### src/pdbg_map.vh
// How it works
// RULE1: Power-down input rising high enables device and resets registers and state machines.
// RULE2: Power-down input low keeps device powered down; pulldown makes it default.
// RULE3: Powered down, all pin outputs tri-stated and PLL shut down.
// RULE4: Host keeps power-down input low until supplies reach required levels.
// RULE5: Self-test pin low disables self-test, high enables; pulldown defaults disabled.
// RULE6: In self-test, clock select low picks pixel clock, high internal 33 MHz.
// RULE7: Shared pin is clock select only in self-test, else interrupt input.
// RULE8: General pins 0..3 reset to general function, driving low; registers pick alternates.
// RULE9: Registers switch general pin 0 to aux serial data or self-test pass.
// RULE10: Registers switch general pin 1 to the aux word clock.
// RULE11: Registers switch general pin 2 to audio data lane c.
// RULE12: Registers switch general pin 3 to audio data lane d.
`ifndef PDBG_MAP_VH
`define PDBG_MAP_VH
`define PDBG_AW           4
`define PDBG_DW           8
`define PDBG_REG_GIO_DATA 4'h0
`define PDBG_REG_GIO_DIR  4'h1
`define PDBG_REG_FUNC0    4'h2
`define PDBG_REG_FUNC1    4'h3
`define PDBG_REG_STATUS   4'h4
`define PDBG_FW           2
`define PDBG_F_GIO        2'h0
`define PDBG_F_ALT_A      2'h1
`define PDBG_F_ALT_B      2'h2
`define PDBG_RST_DATA     4'h0
`define PDBG_RST_DIR      4'h0
`define PDBG_RST_FUNC     8'h00
`define PDBG_ST_OFF       2'h0
`define PDBG_ST_WAKE      2'h1
`define PDBG_ST_RUN       2'h2
`define PDBG_WAKE_CYC     4'h8
`define PDBG_ST_PD        0
`define PDBG_ST_BIST      1
`define PDBG_ST_CSEL      2
`define PDBG_ST_INT       3
`define PDBG_ST_PLL       4
`endif

### src/pdbg_sync.v
`timescale 1ns/10ps
module pdbg_sync (
  clk,
  rst_n,
  d,
  q
);
  input  clk;
  input  rst_n;
  input  d;
  output q;
  wire   clk;
  wire   rst_n;
  wire   d;
  reg    meta_r;
  reg    q;

  always @(posedge clk or negedge rst_n) begin
    if (!rst_n) begin
      meta_r <= 1'b0;
      q      <= 1'b0;
    end else begin
      meta_r <= d;
      q      <= meta_r;
    end
  end
endmodule

### src/pdbg_pinmux.v
`timescale 1ns/10ps
`include "pdbg_map.vh"
module pdbg_pinmux (
  clk,
  rst_n,
  en,
  func,
  gio_out,
  gio_dir_in,
  alt_a,
  alt_b,
  pad_o,
  pad_oe_n
);
  input                  clk;
  input                  rst_n;
  input                  en;
  input [`PDBG_FW-1:0]   func;
  input                  gio_out;
  input                  gio_dir_in;
  input                  alt_a;
  input                  alt_b;
  output                 pad_o;
  output                 pad_oe_n;
  wire                   clk;
  wire                   rst_n;
  wire                   en;
  wire   [`PDBG_FW-1:0]  func;
  wire                   gio_out;
  wire                   gio_dir_in;
  wire                   alt_a;
  wire                   alt_b;
  reg                    pad_o;
  reg                    pad_oe_n;
  reg                    o_nxt;
  reg                    oe_n_nxt;

  always @* begin
    o_nxt    = 1'b0;
    oe_n_nxt = 1'b1;
    if (en) begin
      case (func)
        `PDBG_F_ALT_A: begin
          o_nxt    = alt_a;
          oe_n_nxt = 1'b0;
        end
        `PDBG_F_ALT_B: begin
          o_nxt    = alt_b;
          oe_n_nxt = 1'b0;
        end
        default: begin
          o_nxt    = gio_out;
          oe_n_nxt = gio_dir_in;
        end
      endcase
    end
  end

  always @(posedge clk or negedge rst_n) begin
    if (!rst_n) begin
      pad_o    <= 1'b0;
      pad_oe_n <= 1'b1;
    end else begin
      pad_o    <= o_nxt;
      pad_oe_n <= oe_n_nxt;
    end
  end
endmodule

### src/pdbg_top.v
`timescale 1ns/10ps
`include "pdbg_map.vh"
module pdbg_top (
  clk,
  rst_n,
  power_down_n,
  self_test_enable_pin,
  self_test_clock_select,
  reg_addr,
  reg_wdata,
  reg_wr,
  reg_rd,
  reg_rdata,
  aux_serial_data_out,
  self_test_pass,
  aux_word_clock,
  audio_data_lane_c,
  audio_data_lane_d,
  gio_in,
  gio_o,
  gio_oe_n,
  device_enabled,
  pll_enable,
  lvcmos_oe_n,
  self_test_active,
  self_test_clk_internal,
  interrupt_input
);
  input                  clk;
  input                  rst_n;
  input                  power_down_n;
  input                  self_test_enable_pin;
  input                  self_test_clock_select;
  input [`PDBG_AW-1:0]   reg_addr;
  input [`PDBG_DW-1:0]   reg_wdata;
  input                  reg_wr;
  input                  reg_rd;
  output [`PDBG_DW-1:0]  reg_rdata;
  input                  aux_serial_data_out;
  input                  self_test_pass;
  input                  aux_word_clock;
  input                  audio_data_lane_c;
  input                  audio_data_lane_d;
  input [3:0]            gio_in;
  output [3:0]           gio_o;
  output [3:0]           gio_oe_n;
  output                 device_enabled;
  output                 pll_enable;
  output                 lvcmos_oe_n;
  output                 self_test_active;
  output                 self_test_clk_internal;
  output                 interrupt_input;
  wire                   clk;
  wire                   rst_n;
  wire                   power_down_n;
  wire                   self_test_enable_pin;
  wire                   self_test_clock_select;
  wire   [`PDBG_AW-1:0]  reg_addr;
  wire   [`PDBG_DW-1:0]  reg_wdata;
  wire                   reg_wr;
  wire                   reg_rd;
  reg    [`PDBG_DW-1:0]  reg_rdata;
  wire                   aux_serial_data_out;
  wire                   self_test_pass;
  wire                   aux_word_clock;
  wire                   audio_data_lane_c;
  wire                   audio_data_lane_d;
  wire   [3:0]           gio_in;
  wire   [3:0]           gio_o;
  wire   [3:0]           gio_oe_n;
  reg                    device_enabled;
  reg                    pll_enable;
  reg                    lvcmos_oe_n;
  reg                    self_test_active;
  reg                    self_test_clk_internal;
  reg                    interrupt_input;

  wire                   pd_n_s;
  wire                   bist_s;
  wire                   csel_s;
  wire   [3:0]           gin_s;
  reg    [1:0]           state_r;
  reg    [1:0]           state_nxt;
  reg    [3:0]           wake_cnt_r;
  reg    [3:0]           gio_data_r;
  reg    [3:0]           gio_dir_r;
  reg    [7:0]           func_r;
  reg    [`PDBG_DW-1:0]  rdata_nxt;
  wire                   run;
  wire                   soft_clr;
  wire   [3:0]           alt_a;
  wire   [3:0]           alt_b;
  wire                   wr_data;
  wire                   wr_dir;
  wire                   wr_func0;
  wire                   wr_func1;
  wire   [`PDBG_DW-1:0]  status_w;
  reg                    device_enabled_nxt;
  reg                    pll_enable_nxt;
  reg                    lvcmos_oe_n_nxt;
  reg                    self_test_active_nxt;
  reg                    self_test_clk_internal_nxt;
  reg                    interrupt_input_nxt;

  ////////////////////////////////////////////////////////////////////////
  // Power states, binary coded
  localparam [1:0] ST_OFF  = `PDBG_ST_OFF;
  localparam [1:0] ST_WAKE = `PDBG_ST_WAKE;
  localparam [1:0] ST_RUN  = `PDBG_ST_RUN;

  ////////////////////////////////////////////////////////////////////////
  // Pin synchronisers
  pdbg_sync u_sync_pd (.clk(clk), .rst_n(rst_n), .d(power_down_n), .q(pd_n_s));
  pdbg_sync u_sync_be (.clk(clk), .rst_n(rst_n), .d(self_test_enable_pin), .q(bist_s));
  pdbg_sync u_sync_cs (.clk(clk), .rst_n(rst_n), .d(self_test_clock_select), .q(csel_s));

  genvar gi;
  generate
    for (gi = 0; gi < 4; gi = gi + 1) begin : g_gin
      pdbg_sync u_sync_g (.clk(clk), .rst_n(rst_n), .d(gio_in[gi]), .q(gin_s[gi]));
    end
  endgenerate

  ////////////////////////////////////////////////////////////////////////
  // Power state machine
  always @* begin
    state_nxt = state_r;
    case (state_r)
      ST_OFF: begin
        if (pd_n_s)
          state_nxt = ST_WAKE; // RULE1
      end
      ST_WAKE: begin
        if (!pd_n_s)
          state_nxt = ST_OFF; // RULE2
        else if (wake_cnt_r == `PDBG_WAKE_CYC)
          state_nxt = ST_RUN;
      end
      ST_RUN: begin
        if (!pd_n_s)
          state_nxt = ST_OFF; // RULE2
      end
      default: state_nxt = ST_OFF;
    endcase
  end

  always @(posedge clk or negedge rst_n) begin
    if (!rst_n)
      state_r <= ST_OFF;
    else
      state_r <= state_nxt;
  end

  // Wake delay runs only while waking
  always @(posedge clk or negedge rst_n) begin
    if (!rst_n)
      wake_cnt_r <= 4'h0;
    else if (state_r == ST_WAKE)
      wake_cnt_r <= wake_cnt_r + 4'h1;
    else
      wake_cnt_r <= 4'h0;
  end

  assign run      = (state_r == ST_RUN);
  // Registers held at defaults while off or waking
  assign soft_clr = (state_r != ST_RUN); // RULE1

  ////////////////////////////////////////////////////////////////////////
  // Register write decode
  assign wr_data  = reg_wr & (reg_addr == `PDBG_REG_GIO_DATA);
  assign wr_dir   = reg_wr & (reg_addr == `PDBG_REG_GIO_DIR);
  assign wr_func0 = reg_wr & (reg_addr == `PDBG_REG_FUNC0);
  assign wr_func1 = reg_wr & (reg_addr == `PDBG_REG_FUNC1);

  ////////////////////////////////////////////////////////////////////////
  // Register file, clear wins over a write outside the running state
  always @(posedge clk or negedge rst_n) begin
    if (!rst_n)
      gio_data_r <= `PDBG_RST_DATA;
    else if (soft_clr)
      gio_data_r <= `PDBG_RST_DATA; // RULE8
    else if (wr_data)
      gio_data_r <= reg_wdata[3:0];
  end

  // Direction 0 drives, so pins come up driving low
  always @(posedge clk or negedge rst_n) begin
    if (!rst_n)
      gio_dir_r <= `PDBG_RST_DIR;
    else if (soft_clr)
      gio_dir_r <= `PDBG_RST_DIR; // RULE8
    else if (wr_dir)
      gio_dir_r <= reg_wdata[3:0];
  end

  always @(posedge clk or negedge rst_n) begin
    if (!rst_n) begin
      func_r <= `PDBG_RST_FUNC;
    end else if (soft_clr) begin
      func_r <= `PDBG_RST_FUNC; // RULE8
    end else begin
      if (wr_func0)
        func_r[3:0] <= reg_wdata[3:0]; // RULE9 RULE10
      if (wr_func1)
        func_r[7:4] <= reg_wdata[3:0]; // RULE11 RULE12
    end
  end

  ////////////////////////////////////////////////////////////////////////
  // Readback, data stand one cycle after the read strobe
  assign status_w = {3'h0, pll_enable, interrupt_input, self_test_clk_internal,
                     self_test_active, run};

  always @* begin
    rdata_nxt = 8'h00;
    case (reg_addr)
      `PDBG_REG_GIO_DATA: rdata_nxt = {gin_s, gio_data_r};
      `PDBG_REG_GIO_DIR:  rdata_nxt = {4'h0, gio_dir_r};
      `PDBG_REG_FUNC0:    rdata_nxt = {4'h0, func_r[3:0]};
      `PDBG_REG_FUNC1:    rdata_nxt = {4'h0, func_r[7:4]};
      `PDBG_REG_STATUS:   rdata_nxt = status_w;
      default:            rdata_nxt = 8'h00;
    endcase
  end

  always @(posedge clk or negedge rst_n) begin
    if (!rst_n)
      reg_rdata <= 8'h00;
    else if (reg_rd)
      reg_rdata <= rdata_nxt;
    else
      reg_rdata <= 8'h00;
  end

  ////////////////////////////////////////////////////////////////////////
  // Power enables
  always @* begin
    device_enabled_nxt = run; // RULE2
    // PLL starts while waking so it can settle before running
    pll_enable_nxt     = (state_nxt != ST_OFF); // RULE3
    lvcmos_oe_n_nxt    = ~run; // RULE3
  end

  always @(posedge clk or negedge rst_n) begin
    if (!rst_n) begin
      device_enabled <= 1'b0;
      pll_enable     <= 1'b0;
      lvcmos_oe_n    <= 1'b1;
    end else begin
      device_enabled <= device_enabled_nxt;
      pll_enable     <= pll_enable_nxt;
      lvcmos_oe_n    <= lvcmos_oe_n_nxt;
    end
  end

  ////////////////////////////////////////////////////////////////////////
  // Self-test mode and shared clock select or interrupt pin
  always @* begin
    self_test_active_nxt       = run & bist_s; // RULE5
    self_test_clk_internal_nxt = run & bist_s & csel_s; // RULE6
    interrupt_input_nxt        = run & ~bist_s & csel_s; // RULE7
  end

  always @(posedge clk or negedge rst_n) begin
    if (!rst_n) begin
      self_test_active       <= 1'b0;
      self_test_clk_internal <= 1'b0;
      interrupt_input        <= 1'b0;
    end else begin
      self_test_active       <= self_test_active_nxt;
      self_test_clk_internal <= self_test_clk_internal_nxt;
      interrupt_input        <= interrupt_input_nxt;
    end
  end

  ////////////////////////////////////////////////////////////////////////
  // General pins with alternate functions
  // Alternate B exists only on pin 0; the other pins drive low there
  assign alt_a[0]   = aux_serial_data_out; // RULE9
  assign alt_a[1]   = aux_word_clock; // RULE10
  assign alt_a[2]   = audio_data_lane_c; // RULE11
  assign alt_a[3]   = audio_data_lane_d; // RULE12
  assign alt_b[0]   = self_test_pass; // RULE9
  assign alt_b[3:1] = 3'h0;

  generate
    for (gi = 0; gi < 4; gi = gi + 1) begin : g_pin
      pdbg_pinmux u_mux (
        .clk        (clk),
        .rst_n      (rst_n),
        .en         (run),
        .func       (func_r[2*gi+1:2*gi]),
        .gio_out    (gio_data_r[gi]),
        .gio_dir_in (gio_dir_r[gi]),
        .alt_a      (alt_a[gi]),
        .alt_b      (alt_b[gi]),
        .pad_o      (gio_o[gi]),
        .pad_oe_n   (gio_oe_n[gi])
      ); // RULE8
    end
  endgenerate
endmodule

### config.mk
export PLATFORM = sky130hd
export DESIGN_NAME = pdbg_top
export DESIGN_NICKNAME = d
export VERILOG_FILES = /design/src/pdbg_sync.v /design/src/pdbg_pinmux.v /design/src/pdbg_top.v
export VERILOG_INCLUDE_DIRS = /design/src
export SDC_FILE = /design/constraint.sdc
export NUM_CORES = 1
export LEC_CHECK = 0
export ABC_AREA = 1
export BUFFER_PORTS_ARGS = -buffer_cell sky130_fd_sc_hd__buf_2
export CAP_MARGIN = 20
export CORE_MARGIN = 4
export CORE_UTILIZATION = 49
export CTS_CLUSTER_DIAMETER = 80
export DETAILED_ROUTE_END_ITERATION = 6
export PLACE_DENSITY = 0.71
export SLEW_MARGIN = 20
export SYNTH_ARGS = -nofsm -noshare
export SYNTH_HDL_FRONTEND = slang
export SYNTH_SLANG_ARGS = --single-unit
### constraint.sdc
create_clock -name clk -period 1.1 [get_ports clk]
set_input_delay 0.22 -clock clk [delete_from_list [all_inputs] [get_ports clk]]
set_output_delay 0.22 -clock clk [all_outputs]
set_load 0.02 [all_outputs]
==> results of run 1 <==
-- synthesized netlist by cell type --
cell type / count / area, µm²
buf_6: 5 / 56.3
a21oi_1: 7 / 35.0
a211oi_1: 3 / 22.5
nor2_2: 3 / 18.8
o21ai_2: 3 / 26.3
buf_4: 9 / 67.6
nor3_1: 2 / 10.0
xnor2_1: 1 / 8.76
a31oi_1: 1 / 6.26
o22ai_1: 1 / 6.26
dfstp_2: 5 / 131
nand2_2: 2 / 12.5
nor2_1: 22 / 82.6
nand4_2: 1 / 12.5
nor2_8: 1 / 20.0
inv_1: 28 / 105
buf_2: 1 / 5.00
clkinv_2: 1 / 5.00
nand4_1: 4 / 25.0
nand3_1: 36 / 180
nor2_4: 3 / 33.8
ha_1: 7 / 87.6
nand2_1: 47 / 176
dfrtp_1: 53 / 1330
inv_2: 3 / 11.3
xor2_1: 1 / 8.76
nand3_2: 2 / 20.0
clkinv_1: 2 / 7.51
-- worst max-delay path by stage --
stage,startpoint,end
2_1_floorplan,state_r[0],func_r[0]
3_3_place_gp,reg_addr[3],func_r[7]
3_5_place_dp,reg_addr[3],func_r[7]
4_1_cts,g_pin[0].u_mux.pad_oe_n,gio_oe_n[0]
5_1_grt,g_pin[0].u_mux.pad_oe_n,gio_oe_n[0]
6_report,lvcmos_oe_n,lvcmos_oe_n
-- timing repair --
action                     in CTS  in global routing
buffers inserted                2                  7
resized for setup              20                 51
cloned                          0                  1
hold endpoints to repair       60                  0
pin swaps                       0                 16
setup endpoints to repair      14                 39
hold buffers                    8                  0
-- worst min-delay path, cell delays in order --
cell	delay (ns)
buf_2	0.10
nand2_1	0.10
nor2_1	0.04
-- final cells by class --
class | instances | area [µm²]
Clock buffer | 12 | 165
Clock inverter | 4 | 72.6
Multi-Input combinational cell | 147 | 958
Fill cell | 296 | 1240
Sequential cell | 58 | 1460
Inverter | 34 | 134
Timing Repair Buffer | 86 | 733
Tap cell | 67 | 83.8
-- registers in the layout, indices dropped and copies added, names as in the netlist --
signal,count
state_r,2
g_pin.u_mux.pad_oe_n,4
u_sync_cs.q,1
u_sync_pd.meta_r,1
u_sync_be.q,1
g_pin.u_mux.pad_o,4
gio_dir_r,4
g_gin.u_sync_g.meta_r,4
gio_data_r,4
u_sync_cs.meta_r,1
u_sync_be.meta_r,1
wake_cnt_r,4
reg_rdata,8
func_r,8
lvcmos_oe_n,1
g_gin.u_sync_g.q,4
self_test_clk_internal,1
self_test_active,1
u_sync_pd.q,1
interrupt_input,1
device_enabled,1
pll_enable,1
-- power breakdown --
| part | switching, mW | total [mW] | internal (mW) |
|---|---|---|---|
| Sequential | 0.0215 | 2.20 | 2.17 |
| Combinational | 0.172 | 0.293 | 0.122 |
| Clock | 0.857 | 2.31 | 1.46 |
-- cells by family after synthesis --
logic type | count (synthesis)
simple gates | 123
flops | 58
buf+inv | 49
compound gates | 15
fa+ha+maj | 7
xor+xnor | 2
-- through the flow --
step	TNS, ns	area [µm²]	instances	setup slack, ns	total power [mW]
after CTS	-0.487	3320	401	-0.101	4.78
after global placement	-0.251	2920	375	-0.0450	2.47
after floorplan	0	2510	254	0.0608	2.34
final	-0.522	3610	408	-0.0976	4.80
after global routing	-2.42	3610	408	-0.134	5.00
after detailed placement	-0.321	2920	375	-0.0491	2.48
-- metal layers --
metal / vias up / GRT usage / routed length [µm]
li1: 967 / - / -
met1: 982 / 0.235 / 2440
met2: 84 / 0.290 / 3180
met3: 14 / 0.0474 / 393
met4: 0 / 0.117 / 140
met5: - / 0 / 0
==> run_results.csv, run 1 <==
group,metric,value,unit
outcome,outcome,"finished with violations",
outcome,violations,"negative setup slack",
job,maxCapViolCount,0,
drt,route.vias.total,2047,
floorplanning,core_area,4850,µm²
placed_design,gp_congestion,0.865,
finish,syn_to_final_growth,43.7,%
floorplanning,fp.dieH,79.6,µm
critical_path,slowest_stage,"dfstp_2",
finish,mostFrequentLayoutCells,"dfrtp_1, nand2_1, nand3_1",
drt,post_drt_wl_per_cell,15.1,µm
critical_path,rr_worst_depth,6,
worst_hold_path,worstHoldStart,"reg_rd",
cts,clk_latency,0.35,ns
sta,max_freq,0.835,GHz
critical_path,reg2reg_setup_slack,-0.03,ns
synthesis,avgSynthCellArea,9.88,µm²
grt,grt_max_degree,59,
sta,finalCritPeriodShare,1.09,
floorplanning,rows,25,
grt,grt_pass1_vias,1955,
sta,finClkSkew,0.0126,ns
critical_path,required,0.88,ns
floorplanning,die_area,6330,µm²
sta,worst_slew_pin_slew,0.314,ns
sta,rsz0062_at_grt,"yes",
critical_path,r2r_end,"func_r[4]",
finish,drive_gt1_frac,0.425,
pwr,vdd_ir_drop_max,0.000891,V
pwr,leakagePower,1.79,nW
synthesis,synth-compound-area-share,0.0384,
grt,track_usage,0.188,
cts,path_clk_slew,0.08,ns
pwr,cellPowerDensity,1330,nW/µm²
worst_hold_path,hold_path_class,"input pin to register",
critical_path,critPathTopFamily,"flip-flops",
cts,clk_path_buf_depth,2,
cts,clockRootBuffer,"clkbuf_8",
sta,fin_ws,-0.0976,ns
synthesis,synthAdderAreaFrac,0.0349,
critical_path,cp.depth,1,
synthesis,synth_area,2510,µm²
cts,cts_buffers,9,
critical_path,max_stage_delay,0.53,ns
sta,hold_slack,0.147,ns
sta,relSlewSlack,0.790,
synthesis,synthCells,254,
drt,dr.first_iter.drc_count,265,
placed_design,port_buffers,45,
drt,ant_nets,0,
critical_path,crit_path_cell_trace,"buf_6",
synthesis,muxShareOfSynthArea,0,
critical_path,critPathKind,"register to output port",
critical_path,end_kind,"output port",
drt,drc,0,
finish,final_common_cell,"dfrtp_1",
synthesis,synth-seq-cells,58,
cts,cts_tree,"built",
synthesis,synth.distinct_cells,28,
worst_hold_path,min_to,"reg_rdata[5]",
synthesis,syn-num-nets,289,
floorplanning,start_util,0.517,
drt,routed_wl,6150,µm
placed_design,dp_hpwl,3560,µm
finish,nets,371,
critical_path,startpoint_type,"register",
grt,grt-ovfl-total,0,
critical_path,cp_max_fo,1,
critical_path,worstPathBufferInverterCount,1,
grt,antenna_found_initial,0,
synthesis,synth_simple_gate_area_frac,0.236,
synthesis,ys_warn_count,0,
drt,dr.pass1.iters,5,
synthesis,synth_top_family_by_area,"simple AND/OR/NAND/NOR gates",
critical_path,cp.arrival,0.98,ns
floorplanning,ios,50,
drt,vias_per_cell,5.02,
sta,drv_slew,0,
finish,n_antenna_cell,0,
cts,clkSinkCount,58,
sta,period_needed,1.20,ns
sta,setup_viol,10,
floorplanning,die_w,79.6,µm
finish,final_core_util,0.744,
critical_path,r2r_start,"state_r[1]",
synthesis,synth-xor-area-share,0.00698,
synthesis,seq_area_frac_synth,0.581,
worst_hold_path,whs_path_depth,3,
grt,grt_pass1_wl,8930,µm
cts,htreeDepth,3,
sta,hold_viol,0,
Note: power is estimated with default switching activity, not from simulation.
==> run 2, diff against run 1 <==
- BUFFER_PORTS_ARGS: -buffer_cell sky130_fd_sc_hd__buf_2 -> default
- CORE_UTILIZATION: 49 -> 45
- DONT_BUFFER_PORTS: default -> 1
- PLACE_DENSITY: 0.71 -> 0.58
==> run_results.csv, run 2 (synthesis results as in run 1) <==
group,metric,value,unit
outcome,outcome,"finished with violations",
outcome,violations,"negative hold slack, negative setup slack",
sta,rsz0062_at_grt,"yes",
sta,max_freq,0.876,GHz
grt,grt_max_degree,59,
sta,drv_slew,0,
grt,grt_pass1_wl,8370,µm
cts,htreeDepth,3,
cts,cts_tree,"built",
finish,final_core_util,0.579,
finish,syn_to_final_growth,21.6,%
drt,route.vias.total,1778,
cts,path_clk_slew,0.06,ns
floorplanning,fp.dieH,82.7,µm
floorplanning,die_w,82.7,µm
job,maxCapViolCount,0,
pwr,leakagePower,1.46,nW
drt,routed_wl,5210,µm
critical_path,critPathKind,"register to output port",
finish,drive_gt1_frac,0.276,
sta,hold_slack,-0.429,ns
placed_design,dp_hpwl,3630,µm
sta,finClkSkew,0.00985,ns
sta,setup_viol,5,
finish,final_cell_area,3050,µm²
cts,cts_buffers,9,
sta,relSlewSlack,0.800,
finish,nets,317,
sta,hold_viol,58,
grt,antenna_found_initial,0,
critical_path,required,0.88,ns
cts,clockRootBuffer,"clkbuf_8",
placed_design,dpl-instance-area,2660,µm²
cts,cts_hold_buf,7,
finish,n_antenna_cell,0,
critical_path,startpoint_type,"register",
finish,mostFrequentLayoutCells,"dfrtp_1, nand2_1, nand3_1",
drt,dr.first_iter.drc_count,140,
critical_path,cp.arrival,0.92,ns
cts,clk_path_buf_depth,2,
pwr,vdd_ir_drop_max,0.000818,V
drt,drc,0,
cts,clk_latency,0.34,ns
drt,post_drt_wl_per_cell,14.6,µm
grt,track_usage,0.173,
drt,dr.pass1.iters,4,
floorplanning,core_area,5270,µm²
sta,finalCritPeriodShare,1.04,
sta,period_needed,1.14,ns
placed_design,gp_congestion,0.846,
floorplanning,ios,50,
sta,fin_ws,-0.0419,ns
placed_design,port_buffers,0,
critical_path,cp_max_fo,1,
grt,grt-ovfl-total,0,
drt,vias_per_cell,4.99,
critical_path,cp.depth,0,
cts,clkSinkCount,58,
pwr,cellPowerDensity,1280,nW/µm²
sta,worst_slew_pin_slew,0.298,ns
floorplanning,start_util,0.476,
worst_hold_path,hold_path_class,"input pin to async pin",
drt,ant_nets,0,
finish,final_common_cell,"dfrtp_1",
floorplanning,rows,26,
grt,grt_pass1_vias,1752,
finish,top_regs,"func_r x8, reg_rdata x8",
critical_path,rr_worst_depth,6,
floorplanning,die_area,6830,µm²
critical_path,end_kind,"output port",
run 2: final cells by class:
| class | count | area (µm²) |
|---|---|---|
| clock buffer | 12 | 135 |
| clock inverter | 3 | 17.5 |
| fill | 476 | 2220 |
| inverter | 34 | 129 |
| multi-input combinational | 147 | 891 |
| sequential | 58 | 1460 |
| tap | 70 | 87.6 |
| timing repair buffer | 32 | 332 |
run 2: metal layers:
metal,up-vias,global-route usage,routed length (µm)
li1,857,-,-
met1,850,0.212,2240
met2,52,0.256,2420
met3,19,0.0792,399
met4,0,0.0866,153
met5,-,0,0
run 2: metrics by stage:
stage	hold slack, ns	total power [mW]	TNS [ns]	worst slack [ns]	instances
2_1_floorplan	-0.0756	2.34	0	0.0608	254
3_3_place_gp	-0.0739	2.35	0	0.0105	329
3_5_place_dp	-0.0740	2.35	-0.0109	-0.0109	329
4_1_cts	-0.453	3.99	-0.301	-0.0672	355
5_1_grt	-0.460	4.12	-0.607	-0.0730	356
6_report	-0.429	3.92	-0.174	-0.0419	356
run 2: path summary, 6_finish.rpt:
path,slack [ns],from,end
hold / removal,-0.43,rst_n,g_gin[2].u_sync_g.meta_r
hold reg to reg,0.35,u_sync_be.meta_r,u_sync_be.q
min in group clk,0.05,reg_rd,reg_rdata[5]
setup / recovery,-0.04,lvcmos_oe_n,lvcmos_oe_n
max in group asynchronous,1.34,rst_n,g_pin[3].u_mux.pad_oe_n
setup reg to reg,0.03,state_r[0],gio_data_r[1]
run 2: timing repair:
action,CTS,global route
endpoints found under the hold margin,65,58
pin swaps,0,6
gates cloned,0,1
buffers inserted,4,0
setup endpoints to repair,9,23
resized for setup,3,20
run 2: where the power goes:
part | switching, mW | leakage, nW | internal (mW)
logic | 0.0735 | 0.637 | 0.0603
clock network | 0.785 | 0.0762 | 0.797
registers | 0.0237 | 0.752 | 2.18
total | 0.882 | 1.46 | 3.03
==> run 3, diff against run 2 <==
- ABC_AREA: 1 -> default
- HOLD_SLACK_MARGIN: default -> 0.08
==> run_results.csv, run 3 <==
group,metric,value,unit
outcome,outcome,"finished with violations",
outcome,violations,"negative hold slack, negative setup slack",
placed_design,dpl-instance-area,2620,µm²
sta,max_freq,0.874,GHz
synthesis,synthCells,211,
finish,syn_to_final_growth,35.6,%
sta,finalCritPeriodShare,1.04,
finish,mostFrequentLayoutCells,"dfrtp_1, buf_4, nand2_1, dlygate4sd3_1, nand3_1",
pwr,vdd_ir_drop_max,0.00104,V
sta,setup_viol,11,
job,maxCapViolCount,0,
pwr,cellPowerDensity,1450,nW/µm²
finish,nets,292,
synthesis,synth-edff-count,0,
drt,ant_nets,0,
finish,final_cell_area,3320,µm²
sta,drv_slew,0,
synthesis,ys_warn_count,0,
critical_path,startpoint_type,"register",
finish,n_fill_cell,392,
sta,worst_slew_pin_slew,0.511,ns
cts,cts_tree,"built",
synthesis,synth.distinct_cells,35,
drt,routed_wl,5790,µm
finish,n_antenna_cell,0,
synthesis,synth-seq-cells,58,
placed_design,port_buffers,0,
critical_path,critPathKind,"register to output port",
cts,clockRootBuffer,"clkbuf_8",
drt,route.vias.total,1736,
cts,htreeDepth,3,
drt,dr.pass1.iters,4,
sta,fin_ws,-0.0436,ns
synthesis,synth_area,2450,µm²
synthesis,synth_top_cells_by_count,"dfrtp_1, nand2_1, nand3_1",
finish,drive_gt1_frac,0.366,
drt,vias_per_cell,5.23,
floorplanning,ios,50,
synthesis,synth_async_sr_flop_share,1.00,
grt,grt_max_degree,59,
synthesis,yosysMostFrequentCell,"dfrtp_1",
sta,rsz0062_at_grt,"yes",
sta,finClkSkew,0.00532,ns
drt,post_drt_wl_per_cell,17.4,µm
synthesis,yosys.area.top_type,"dfrtp_1",
cts,clk_latency,0.34,ns
placed_design,post-place-ws,-0.227,ns
synthesis,seq_area_frac_synth,0.596,
grt,track_usage,0.186,
cts,clk_path_buf_depth,2,
sta,period_needed,1.14,ns
cts,path_clk_slew,0.07,ns
floorplanning,fp.dieH,81.7,µm
critical_path,required,0.88,ns
drt,drc,0,
synthesis,synth_top_area_share,0.542,
floorplanning,die_area,6680,µm²
critical_path,rr_worst_depth,3,
critical_path,r2r_end,"reg_rdata[1]",
sta,hold_viol,58,
synthesis,syn-num-nets,246,
placed_design,dp_hpwl,3710,µm
finish,final_core_util,0.638,
floorplanning,start_util,0.470,
sta,relSlewSlack,0.658,
critical_path,cp.arrival,0.92,ns
finish,final_common_cell,"dfrtp_1",
synthesis,ys_top_cells_by_area,"dfrtp_1, dfstp_2, mux2_2",
critical_path,r2r_start,"func_r[1]",
finish,top_regs,"func_r x8, reg_rdata x8",
critical_path,end_kind,"output port",
cts,clkSinkCount,58,
cts,cts_buffers,9,
critical_path,cp_max_fo,1,
drt,dr.first_iter.drc_count,112,
floorplanning,die_w,81.7,µm
worst_hold_path,hold_path_class,"input pin to async pin",
synthesis,avgSynthCellArea,11.6,µm²
floorplanning,core_area,5200,µm²
grt,grt_pass1_vias,1816,
grt,antenna_found_initial,0,
critical_path,reg2reg_setup_slack,-0.04,ns
floorplanning,rows,26,
synthesis,synth_flop_cell,"dfrtp_1",
grt,grt-ovfl-total,0,
grt,grt_pass1_wl,8850,µm
placed_design,gp_congestion,0.902,
sta,hold_slack,-0.432,ns
pwr,leakagePower,1.47,nW
## run 3: cell count changes in the layout (fill, tap and decap cells not counted), sizes merged, moves of 5 or more
cell / change
nor2: -23
o21ai: +6
mux2i: +8
nand4: -5
a21oi: +7
nand2: -25
inv: -20
mux2: +9
dlygate4sd3: +11
nand3: -23
buf: +9
## run 3: routing by layer
metal  vias up  share of wire  global-route usage
li1        809              -                   -
met1       863           0.39               0.207
met2        54           0.53               0.311
met3        10          0.056              0.0614
met4         0          0.021               0.103
met5         -              0                   0
## run 3: worst max-delay path by stage
stage                   from          end  slack, ns  cells past startpoint
2_1_floorplan    reg_addr[2]    func_r[0]      -0.28                      5
3_3_place_gp     reg_addr[3]    func_r[1]      -0.18                      3
3_5_place_dp     reg_addr[3]    func_r[2]      -0.23                      3
4_1_cts          lvcmos_oe_n  lvcmos_oe_n      -0.06                      0
5_1_grt        wake_cnt_r[0]   state_r[1]      -0.10                      5
6_report         lvcmos_oe_n  lvcmos_oe_n      -0.04                      0
## run 3: cells by family after synthesis
family | share of synthesized area
AND/OR/NAND/NOR | 0.158
XOR/XNOR | 0.00716
buffers and inverters | 0.0593
flip-flops | 0.596
adder cells (fa/ha/maj) | 0.0358
AO/OA/AOI/OAI | 0.0700
multiplexers | 0.0741
## run 3: per-stage QoR
step / instances / TNS [ns] / power [mW]
floorplan: 211 / -2.12 / 2.33
global placement: 287 / -1.36 / 2.34
detailed placement: 287 / -1.72 / 2.35
CTS: 325 / -0.459 / 4.85
global route: 332 / -0.843 / 4.98
finish: 332 / -0.311 / 4.82
## run 3: area by class of cell
type / instances / area, µm² / area share
Sequential cell: 58 / 1460 / 0.440
Multi-Input combinational cell: 127 / 993 / 0.299
Timing Repair Buffer: 52 / 492 / 0.148
Clock inverter: 7 / 125 / 0.0377
Clock buffer: 9 / 124 / 0.0373
Tap cell: 70 / 87.6 / 0.0264
Inverter: 9 / 38.8 / 0.0117
## run 3: timing repair
action | in CTS | in global routing
setup buffers | 5 | 5
gates cloned | 0 | 1
hold buffers | 17 | 1
pin swaps | 6 | 9
gates resized for setup | 13 | 28
hold endpoints to repair | 92 | 60
setup endpoints to repair | 15 | 28
## run 3: power by group
group / internal (mW) / leakage (nW) / total, mW / switching (mW)
clock network: 1.53 / 0.124 / 2.43 / 0.902
logic: 0.114 / 0.595 / 0.196 / 0.0821
registers: 2.17 / 0.752 / 2.19 / 0.0208
total: 3.81 / 1.47 / 4.82 / 1.01
